[config.mk]
export PLATFORM = sky130hd
export DESIGN_NAME = fstp_top
export DESIGN_NICKNAME = d
export VERILOG_FILES = /design/src/fstp_phase_delay.v /design/src/fstp_pin_mux.v /design/src/fstp_top.v
export VERILOG_INCLUDE_DIRS = /design/src /design/src/src
export SDC_FILE = /design/constraint.sdc
export NUM_CORES = 1
export LEC_CHECK = 0
export ABC_AREA = 1
export BUFFER_PORTS_ARGS = -buffer_cell sky130_fd_sc_hd__buf_4
export CORE_MARGIN = 4
export CORE_UTILIZATION = 49
export DETAILED_ROUTE_END_ITERATION = 6
export PLACE_DENSITY = 0.8
export SYNTH_ARGS = -nofsm -noshare
export SYNTH_HDL_FRONTEND = slang
export SYNTH_SLANG_ARGS = --single-unit
[constraint.sdc]
create_clock -name sys_clk_i -period 1.94 [get_ports sys_clk_i]
set_clock_uncertainty 0.2 [all_clocks]
set_input_delay 0 -clock sys_clk_i [delete_from_list [all_inputs] [get_ports sys_clk_i]]
set_output_delay 0 -clock sys_clk_i [all_outputs]
set_load 0.01 [all_outputs]
[src/fstp_defines.vh]
// constants for the frame start timestamp pulse block
// assumes a 250 MHz system clock and a 32-bit ahb-lite register port
`ifndef FSTP_DEFINES_VH
`define FSTP_DEFINES_VH

// clock and timing
`define FSTP_CLK_PERIOD_NS   4
`define FSTP_PHASE_STEP_NS   8
`define FSTP_PHASE_STEP_CYC  ((`FSTP_PHASE_STEP_NS + `FSTP_CLK_PERIOD_NS - 1) / `FSTP_CLK_PERIOD_NS)

// register indexes; byte address is four times the index
`define FSTP_IDX_CTRL        10'h01F
`define FSTP_IDX_SKEW        10'h055
`define FSTP_IDX_SYNC        10'h0E9
`define FSTP_IDX_MUX1        10'h171
`define FSTP_IDX_MUX2        10'h172
`define FSTP_IDX_PHASE       10'h180

// field positions and values
`define FSTP_RESTART_BIT     14
`define FSTP_SYNC_INIT_VAL   16'hDF22
`define FSTP_SKEW_VALID_BIT  15
`define FSTP_SKEW_MST_LSB    4
`define FSTP_SKEW_SLV_LSB    0
`define FSTP_PHASE_TX_LSB    0
`define FSTP_PHASE_RX_LSB    4

// pin mux field codes, four bits per pin
`define FSTP_MUX_OFF         4'h0
`define FSTP_MUX_TX          4'h1
`define FSTP_MUX_RX          4'h2
`define FSTP_MUX_BOTH        4'h3

// reset values
`define FSTP_RST_REG16       16'h0000
`endif

[src/fstp_phase_delay.v]
// delays a one-cycle frame start strobe by a programmable number of phase steps
// assumes strobes are spaced further apart than the longest delay
`include "fstp_defines.vh"

module fstp_phase_delay #(
	parameter PHASE_W = 4,
	parameter CNT_W   = 8
) (
	// clock and reset
	input  wire               sys_clk_i,
	input  wire               sys_rst_i,
	// strobe in, phase setting
	input  wire               strobe_i,
	input  wire [PHASE_W-1:0] phase_i,
	// delayed strobe
	output wire               pulse_o
);

	reg [CNT_W-1:0] cnt_r;
	reg             busy_r;
	reg             pulse_r;
	wire [CNT_W-1:0] load_w;
	wire [31:0]      load_full_w;

	// product is formed at full width, then cut to the counter on purpose
	assign load_full_w = phase_i * `FSTP_PHASE_STEP_CYC;
	assign load_w      = load_full_w[CNT_W-1:0];
	assign pulse_o = pulse_r;

	////////////////////////////////////////////////////////////////////////////////
	// a new strobe restarts the count so only one pulse leaves per frame
	always @(posedge sys_clk_i) begin
		if (sys_rst_i) begin
			cnt_r   <= {CNT_W{1'b0}};
			busy_r  <= 1'b0;
			pulse_r <= 1'b0;
		end else begin
			pulse_r <= 1'b0;
			if (strobe_i) begin
				if (phase_i == {PHASE_W{1'b0}}) begin
					busy_r  <= 1'b0;
					pulse_r <= 1'b1;
				end else begin
					busy_r <= 1'b1;
					cnt_r  <= load_w;
				end
			end else if (busy_r) begin
				cnt_r <= cnt_r - {{(CNT_W-1){1'b0}}, 1'b1};
				if (cnt_r == {{(CNT_W-1){1'b0}}, 1'b1}) begin
					busy_r  <= 1'b0;
					pulse_r <= 1'b1;
				end
			end
		end
	end

endmodule // fstp_phase_delay

[src/fstp_pin_mux.v]
// routes the two frame start pulses onto eight output pins
// assumes two 16-bit select words, four bits per pin
`include "fstp_defines.vh"

module fstp_pin_mux (
	// clock and reset
	input  wire        sys_clk_i,
	input  wire        sys_rst_i,
	// select words
	input  wire [15:0] sel_first_i,
	input  wire [15:0] sel_second_i,
	input  wire        first_en_i,
	// pulses
	input  wire        tx_pulse_i,
	input  wire        rx_pulse_i,
	// pins
	output wire [7:0]  pins_o
);

	reg [7:0]  pins_r;
	wire [31:0] sel_w;
	integer    i;

	function pick;
		input [3:0] code;
		input       tx;
		input       rx;
		begin
			case (code)
				`FSTP_MUX_TX:   pick = tx;
				`FSTP_MUX_RX:   pick = rx;
				`FSTP_MUX_BOTH: pick = tx | rx;
				default:        pick = 1'b0;
			endcase
		end
	endfunction

	// small package: first word absent, its pins stay low
	assign sel_w  = {sel_second_i, first_en_i ? sel_first_i : 16'h0000};
	assign pins_o = pins_r;

	////////////////////////////////////////////////////////////////////////////////
	always @(posedge sys_clk_i) begin
		if (sys_rst_i) begin
			pins_r <= 8'h00;
		end else begin
			for (i = 0; i < 8; i = i + 1) begin
				pins_r[i] <= pick(sel_w[i*4 +: 4], tx_pulse_i, rx_pulse_i);
			end
		end
	end

endmodule // fstp_pin_mux

[src/fstp_top.v]
// frame start timestamp pulse block: pulses, phase, pin routing, skew report
// assumes ahb-lite master on sys_clk_i; line events synchronous to sys_clk_i
//
// Overview of operation
// - separate frame start pulse on receive path and on transmit path.
// - transmit pulse when delimiter hits line; receive pulse at first symbol.
// - register phase value delays each pulse, one 8 ns step per unit.
// - two pin mux registers at 0x171 and 0x172 route pulses to pins.
// - small package variant implements only the second mux register.
// - skew is limited and reported only at 1000 Mb speed.
// - skew may change per new link, stays fixed during one link.
// - skew report valid only after that write and a following new link.
// - bit 14 of register 0x1F restarts the link, forming a new link.
// - master mode skew reported in bits 7:4 of 0x55, 8 ns units.
// - slave mode skew reported in bits 3:0 of 0x55, 8 ns units.
// - at 100 Mb no skew readout is given.
//
// The implementer's own choice: register access over AHB-Lite.
`include "fstp_defines.vh"

module fstp_top #(
	parameter SMALL_PKG  = 0,
	parameter SKEW_LIMIT = 4'hF
) (
	// clock and reset
	input  wire        sys_clk_i,
	input  wire        sys_rst_i,
	// ahb-lite slave
	input  wire        hsel_i,
	input  wire [31:0] haddr_i,
	input  wire [1:0]  htrans_i,
	input  wire        hwrite_i,
	input  wire [2:0]  hsize_i,
	input  wire [31:0] hwdata_i,
	input  wire        hready_i,
	output wire [31:0] hrdata_o,
	output wire        hreadyout_o,
	output wire        hresp_o,
	// line side events and link state
	input  wire        transmit_frame_start_pulse_line_i,
	input  wire        receive_frame_start_pulse_line_i,
	input  wire        link_up_i,
	input  wire        speed_1000_i,
	input  wire        master_mode_i,
	input  wire [3:0]  align_skew_i,
	// pulses, pins, link control
	output wire        transmit_frame_start_pulse_o,
	output wire        receive_frame_start_pulse_o,
	output wire [7:0]  sfd_pins_o,
	output wire        link_restart_o
);

	////////////////////////////////////////////////////////////////////////////////
	// declarations

	// bus data phase
	reg         dp_valid_r;
	reg         dp_write_r;
	reg  [9:0]  dp_idx_r;
	reg         dp_hi_ok_r;
	reg         rd_wait_r;
	reg  [31:0] hrdata_r;
	wire        addr_accept_w;
	wire        wr_en_w;

	// software registers
	reg  [15:0] ctrl_r;
	reg  [15:0] sync_ctrl_r;
	reg  [15:0] mux_first_r;
	reg  [15:0] mux_second_r;
	reg  [7:0]  phase_r;
	reg         restart_r;

	// skew tracking
	reg         sync_init_r;
	reg         sync_pending_r;
	reg         link_up_d_r;
	reg         skew_valid_r;
	reg         skew_master_r;
	reg  [3:0]  skew_val_r;
	reg  [15:0] skew_status_nxt;
	wire        link_rise_w;
	wire [3:0]  skew_lim_w;

	// frame start edges
	reg         tx_line_d_r;
	reg         rx_line_d_r;
	wire        tx_strobe_w;
	wire        rx_strobe_w;
	wire        tx_pulse_w;
	wire        rx_pulse_w;

	function hit;
		input [9:0] idx;
		input [9:0] want;
		input       hi_ok;
		begin
			hit = hi_ok & (idx == want);
		end
	endfunction

	////////////////////////////////////////////////////////////////////////////////
	// ahb-lite slave: writes take no wait state, reads take one so that the
	// read data comes from a flop and always sees a preceding write

	assign addr_accept_w = hsel_i & htrans_i[1] & hready_i;
	assign wr_en_w       = dp_valid_r & dp_write_r;
	assign hreadyout_o   = ~rd_wait_r;
	assign hresp_o       = 1'b0;
	assign hrdata_o      = hrdata_r;
	// hsize_i, htrans_i[0] and haddr_i[1:0] are not looked at: every register is
	// one aligned word, so narrow or sequential accesses act as word accesses

	always @(posedge sys_clk_i) begin
		if (sys_rst_i) begin
			dp_valid_r <= 1'b0;
			dp_write_r <= 1'b0;
			dp_idx_r   <= 10'h000;
			dp_hi_ok_r <= 1'b0;
			rd_wait_r  <= 1'b0;
		end else begin
			// a stalled data phase keeps the captured address and direction
			if (hready_i) begin
				dp_valid_r <= addr_accept_w;
				dp_write_r <= hwrite_i;
				dp_idx_r   <= haddr_i[11:2];
				dp_hi_ok_r <= (haddr_i[31:12] == 20'h0_0000);
				rd_wait_r  <= addr_accept_w & ~hwrite_i;
			end else begin
				rd_wait_r  <= 1'b0;
			end
		end
	end

	// unmapped reads return zero
	// status bit 15 flags a figure taken on an armed 1000 Mb link
	always @* begin
		skew_status_nxt = 16'h0000;
		if (skew_valid_r & speed_1000_i) begin
			skew_status_nxt[`FSTP_SKEW_VALID_BIT] = 1'b1;
			if (skew_master_r) begin
				skew_status_nxt[`FSTP_SKEW_MST_LSB +: 4] = skew_val_r;
			end else begin
				skew_status_nxt[`FSTP_SKEW_SLV_LSB +: 4] = skew_val_r;
			end
		end
	end

	always @(posedge sys_clk_i) begin
		if (sys_rst_i) begin
			hrdata_r <= 32'h0000_0000;
		end else if (rd_wait_r) begin
			if (hit(dp_idx_r, `FSTP_IDX_CTRL, dp_hi_ok_r)) begin
				hrdata_r <= {16'h0000, ctrl_r};
			end else if (hit(dp_idx_r, `FSTP_IDX_SKEW, dp_hi_ok_r)) begin
				hrdata_r <= {16'h0000, skew_status_nxt};
			end else if (hit(dp_idx_r, `FSTP_IDX_SYNC, dp_hi_ok_r)) begin
				hrdata_r <= {16'h0000, sync_ctrl_r};
			end else if (hit(dp_idx_r, `FSTP_IDX_MUX1, dp_hi_ok_r) && SMALL_PKG == 0) begin
				hrdata_r <= {16'h0000, mux_first_r};
			end else if (hit(dp_idx_r, `FSTP_IDX_MUX2, dp_hi_ok_r)) begin
				hrdata_r <= {16'h0000, mux_second_r};
			end else if (hit(dp_idx_r, `FSTP_IDX_PHASE, dp_hi_ok_r)) begin
				hrdata_r <= {24'h00_0000, phase_r};
			end else begin
				hrdata_r <= 32'h0000_0000;
			end
		end
	end

	////////////////////////////////////////////////////////////////////////////////
	// register writes; the restart bit is self clearing and always reads zero
	// phase register: tx phase in bits 3:0, rx phase in bits 7:4
	// mux words: four bits per pin, first word for pins 3:0, second for pins 7:4

	always @(posedge sys_clk_i) begin
		if (sys_rst_i) begin
			ctrl_r       <= `FSTP_RST_REG16;
			sync_ctrl_r  <= `FSTP_RST_REG16;
			mux_first_r  <= `FSTP_RST_REG16;
			mux_second_r <= `FSTP_RST_REG16;
			phase_r      <= 8'h00;
			restart_r    <= 1'b0;
		end else begin
			restart_r <= 1'b0;
			if (wr_en_w) begin
				if (hit(dp_idx_r, `FSTP_IDX_CTRL, dp_hi_ok_r)) begin
					ctrl_r <= hwdata_i[15:0];
					ctrl_r[`FSTP_RESTART_BIT] <= 1'b0;
					restart_r <= hwdata_i[`FSTP_RESTART_BIT];
				end
				if (hit(dp_idx_r, `FSTP_IDX_SYNC, dp_hi_ok_r)) begin
					sync_ctrl_r <= hwdata_i[15:0];
				end
				if (hit(dp_idx_r, `FSTP_IDX_MUX1, dp_hi_ok_r) && SMALL_PKG == 0) begin
					mux_first_r <= hwdata_i[15:0];
				end
				if (hit(dp_idx_r, `FSTP_IDX_MUX2, dp_hi_ok_r)) begin
					mux_second_r <= hwdata_i[15:0];
				end
				if (hit(dp_idx_r, `FSTP_IDX_PHASE, dp_hi_ok_r)) begin
					phase_r <= hwdata_i[7:0];
				end
			end
		end
	end

	assign link_restart_o = restart_r;

	////////////////////////////////////////////////////////////////////////////////
	// skew capture: taken once at the rise of a new link, held until it drops,
	// so the reported figure cannot drift within one link
	// the restart pulse only drops the report; the link side must take link_up_i
	// down and up again before a fresh figure is captured

	assign link_rise_w = link_up_i & ~link_up_d_r;
	// the limit is a parameter so that a build may clamp the reported figure
	assign skew_lim_w  = (align_skew_i > SKEW_LIMIT) ? SKEW_LIMIT : align_skew_i;

	always @(posedge sys_clk_i) begin
		if (sys_rst_i) begin
			link_up_d_r    <= 1'b0;
			sync_init_r    <= 1'b0;
			sync_pending_r <= 1'b0;
			skew_valid_r   <= 1'b0;
			skew_master_r  <= 1'b0;
			skew_val_r     <= 4'h0;
		end else begin
			link_up_d_r <= link_up_i;
			// init value must be present; a new link after the write arms the report
			if (wr_en_w && hit(dp_idx_r, `FSTP_IDX_SYNC, dp_hi_ok_r)) begin
				sync_init_r    <= (hwdata_i[15:0] == `FSTP_SYNC_INIT_VAL);
				sync_pending_r <= (hwdata_i[15:0] == `FSTP_SYNC_INIT_VAL);
			end else if (link_rise_w) begin
				sync_pending_r <= 1'b0;
			end
			if (!link_up_i || restart_r) begin
				skew_valid_r <= 1'b0;
			end else if (link_rise_w) begin
				skew_valid_r  <= speed_1000_i & sync_init_r & sync_pending_r;
				skew_master_r <= master_mode_i;
				skew_val_r    <= skew_lim_w;
			end
		end
	end

	////////////////////////////////////////////////////////////////////////////////
	// frame start: rising edge of each line event gives one strobe per frame
	// a line held high for several cycles still gives one strobe; a fresh frame
	// needs the line to drop first

	always @(posedge sys_clk_i) begin
		if (sys_rst_i) begin
			tx_line_d_r <= 1'b0;
			rx_line_d_r <= 1'b0;
		end else begin
			tx_line_d_r <= transmit_frame_start_pulse_line_i;
			rx_line_d_r <= receive_frame_start_pulse_line_i;
		end
	end

	assign tx_strobe_w = transmit_frame_start_pulse_line_i & ~tx_line_d_r;
	assign rx_strobe_w = receive_frame_start_pulse_line_i & ~rx_line_d_r;

	fstp_phase_delay #(
		.PHASE_W (4),
		.CNT_W   (8)
	) u_tx_delay (
		.sys_clk_i (sys_clk_i),
		.sys_rst_i (sys_rst_i),
		.strobe_i  (tx_strobe_w),
		.phase_i   (phase_r[`FSTP_PHASE_TX_LSB +: 4]),
		.pulse_o   (tx_pulse_w)
	);

	fstp_phase_delay #(
		.PHASE_W (4),
		.CNT_W   (8)
	) u_rx_delay (
		.sys_clk_i (sys_clk_i),
		.sys_rst_i (sys_rst_i),
		.strobe_i  (rx_strobe_w),
		.phase_i   (phase_r[`FSTP_PHASE_RX_LSB +: 4]),
		.pulse_o   (rx_pulse_w)
	);

	assign transmit_frame_start_pulse_o = tx_pulse_w;
	assign receive_frame_start_pulse_o  = rx_pulse_w;

	// pins follow the pulses through one more flop, so pin timing is fixed
	fstp_pin_mux u_pin_mux (
		.sys_clk_i    (sys_clk_i),
		.sys_rst_i    (sys_rst_i),
		.sel_first_i  (mux_first_r),
		.sel_second_i (mux_second_r),
		.first_en_i   (SMALL_PKG == 0),
		.tx_pulse_i   (tx_pulse_w),
		.rx_pulse_i   (rx_pulse_w),
		.pins_o       (sfd_pins_o)
	);

endmodule // fstp_top

==> results by group <==
Setup path
  – Top cell by count, worst path: nand2_1
  – CP startpoint: dp_idx_r[6]$_SDFFE_PP0P_
  – Worst R2R Setup Slack: 0.05 ns
  – Crit path arrival time: 2.05 ns
  – Slowest stage cell, crit path: dfxtp_2
  – Buf+Inv Stages, Crit Path: 2
  – Cell Chain, Critical Path: inv_1 -> nand4_1 -> nor3_2 -> nand2_4 -> buf_4 -> o21a_1 -> nand2_1 -> nand2_1 -> a21oi_2
  – CP Launch Type: flop
  – WP data required: 2.10 ns
  – Crit. End Element: flop
  – Top delay family on crit path: simple AND/OR/NAND/NOR gates
  – RR Startpoint: dp_idx_r[6]$_SDFFE_PP0P_
  – CP Max Fanout: 16
  – Worst path max stage delay: 0.35 ns
  – Crit path kind: reg2reg

Yosys
  – Synth Cell Area: 6695 sq um
  – Yosys reg bits: 141
  – Post-synth ARST share: 0
  – Yosys Warn Count: 0
  – Syn Inst Count: 898
  – Seq/Total Area, Yosys: 0.4216
  – Post-synth EDFFs: 0
  – Post-synth cell types: 44
  – Synth Area per Inst: 7.456 sq um
  – Post-synth top flop: dfxtp_1

STA
  – RSZ-0062 raised after global routing: yes
  – Max Fclk: 528.2 MHz
  – Tmin final: 1.893 ns
  – Final worst path period share: 0.9760
  – Setup ws final: 0.04665 ns
  – Final hold violation count: 0
  – Slew HR: 0.6008
  – TNS Setup: 0 ns
  – Final setup viols: 0
  – Worst-Margin Slew: 0.5973 ns
  – Slew Limit Fails: 0

Power and ir drop
  – Int Pwr: 5.115 mW
  – Sequential power share: 0.443
  – Combinational share of power: 0.072
  – Leakage power total: 3.630 nW
  – Worst ir drop on vdd: 0.6229 mV
  – Net Sw Frac: 0.2376
  – Psw: 1.594 mW
  – Power density cells: 770.6 nW/um^2
  – Clock share of power: 0.486

Die
  – FP Rows: 42
  – I/O pins: 128
  – Die ar.: 15600 sq um
  – Core area: 13300 sq um
  – Chip Height: 124.9 um
  – Initial Utilization: 0.5036
  – Die W: 124.9 um

Clocking
  – Clk slew on worst S/H paths: 0.07 ns
  – # H-tree levels: 4
  – CTS root buf: clkbuf_16
  – Clk sinks: 141
  – CTS buffer count: 17
  – Clock Latency Late Sink: 0.43 ns
  – CTS tree: done
  – Clock Path Buffers: 2

Status
  – Outcome: finished, final reports clean

GRT
  – Vias in the first global route: 6282
  – Gr busiest metal: met2
  – Largest net degree at the start of global routing: 48
  – First-pass GRT wire length: 30880 um
  – GRT overflow: 0
  – Initial antenna violation count: 0
  – GRT Util Overall: 0.2399
  – Met2 Use GR: 0.3884
  – GRT met3 Usage: 0.05703
  – Met1 usage: 0.3138

Layout
  – Filler cell count: 1062
  – Layout cells sized above 1: 0.2066
  – Final #Nets: 1129
  – # diodes: 0
  – Synth-to-Final Area Change: 30.05%

Detailed routing
  – DR vias: 6779
  – Routed wire per std cell: 16.09 um
  – Drt initial violations: 693
  – DRC Markers: 0
  – Final wirelength: 19800 um
  – Antenna-violating nets left: 0
  – First-pass DRT Iterations: 5
  – DR vias/cell: 5.507

Placed design
  – Port bufs: 88
  – Final GP Congestion: 0.8744
  – Pre-CTS setup slack: -0.01157 ns
  – Dpl hpwl: 12330 um

Hold path
  – Hold Startpoint: receive_frame_start_pulse_line_i
  – Hold crit path type: in2reg

Run
  – Max Cap Viol: 0
==> cells in the final DEF, fill, tap and decap left out, drive strengths merged, types with 17 or more instances in the layout <==
master         n
dfxtp        141
inv          127
buf          123
nand2        121
nor2         111
o21ai        103
a21oi         88
dlygate4sd3   42
a211oi        37
nand3         31
clkbuf        20
conb          17
==> synthesized netlist by cell type (7+ instances only) <==
cell type  count  area (sq um)
nor4_1         9         56.30
a21oi_2        9         78.83
a211oi_1      28         210.2
nor3_1        11         55.05
a21oi_1       79         395.4
dfxtp_1      141          2823
o21a_1         8         60.06
buf_2         10         50.05
a2111oi_0      8         70.07
inv_1        118         442.9
clkbuf_1      17         63.81
a211oi_2       9         112.6
buf_4         20         150.1
nor2_1       104         390.4
nand2_1      118         442.9
nand4_1        8         50.05
nand3_1       24         120.1
o21ai_0       97         485.5
inv_2          7         26.28
a31oi_1       10         62.56
o211ai_1       8         60.06
==> per-layer routing <==
metal | wire length (um) | vias to the layer above
li1 | - | 3245
met1 | 8298 | 3116
met2 | 9208 | 349
met3 | 1679 | 69
met4 | 614 | 0
met5 | 0 | -
==> final timing paths <==
path                              endpoint  depth (start not counted)
setup / recovery  hrdata_o[2]$_SDFFE_PP0P_                          9
hold / removal      rx_line_d_r$_SDFF_PP0_                          4
hold reg to reg     ctrl_r[2]$_SDFFE_PP0N_                          2
setup reg to reg  hrdata_o[2]$_SDFFE_PP0P_                          9
==> tightest hold or removal path, cell delays in order <==
cell and delay [ns]:
dlygate4sd3_1 0.53, buf_4 0.10, inv_1 0.04, nor2_1 0.07
==> registers in the layout (all words and copies together) (netlist names), 4 cells and up <==
| register | count |
|---|---|
| dp_idx_r | 10 |
| u_pin_mux.pins_o | 8 |
| phase_r | 8 |
| sync_ctrl_r | 16 |
| hrdata_o | 16 |
| u_rx_delay.cnt_r | 8 |
| u_tx_delay.cnt_r | 8 |
| skew_val_r | 4 |
| ctrl_r | 15 |
| mux_first_r | 16 |
| mux_second_r | 16 |
==> power groups by stage <==
| stage | clock network, mW | logic, mW | registers, mW |
|---|---|---|---|
| 4_1_cts | 3.26 | 0.442 | 2.96 |
| 5_1_grt | 3.40 | 0.516 | 2.97 |
| 2_1_floorplan | 0 | 0.217 | 3.02 |
| 3_5_place_dp | 0 | 0.373 | 3.03 |
| 3_3_place_gp | 0 | 0.369 | 3.03 |
| 6_report | 3.26 | 0.481 | 2.97 |
==> cell type report <==
cell class	instances	area, sq um	area share
clock inverter	12	136.4	0.01566
multi-input combinational	590	3173	0.3644
sequential	141	2829	0.3249
timing repair buffer	165	1398	0.1605
clock buffer	20	456.7	0.05245
inverter	127	494.2	0.05676
tap	176	220.2	0.02529
==> through the flow <==
step	power (mW)	cell area (sq um)	utilization	cells	hold slack, ns
after floorplan	3.235	6755	-	914	-0.1210
after global placement	3.395	7521	0.5657	1149	-0.006361
after detailed placement	3.400	7521	0.5657	1149	-0.01281
after CTS	6.666	8537	0.6421	1223	0.1365
after global routing	6.886	8707	0.6549	1231	0.1897
final	6.710	8707	0.6549	1231	0.1473
==> cell families after synthesis <==
group,after synthesis,synth area share
compound gates,263,0.2351
xor+xnor,6,0.007849
fa+ha+maj,4,0.007476
buf+inv,186,0.1284
flops,141,0.4216
other cells,1,0.0005601
simple gates,297,0.1990
==> what timing repair did <==
item	in CTS	in global routing
gates resized for setup	2	30
pin swaps	0	9
setup endpoints to repair	9	40
cloned	0	3
hold buffers	42	0
endpoints found under the hold margin	107	0
buffers inserted	0	5
Note: power is estimated with default switching activity, not from simulation.
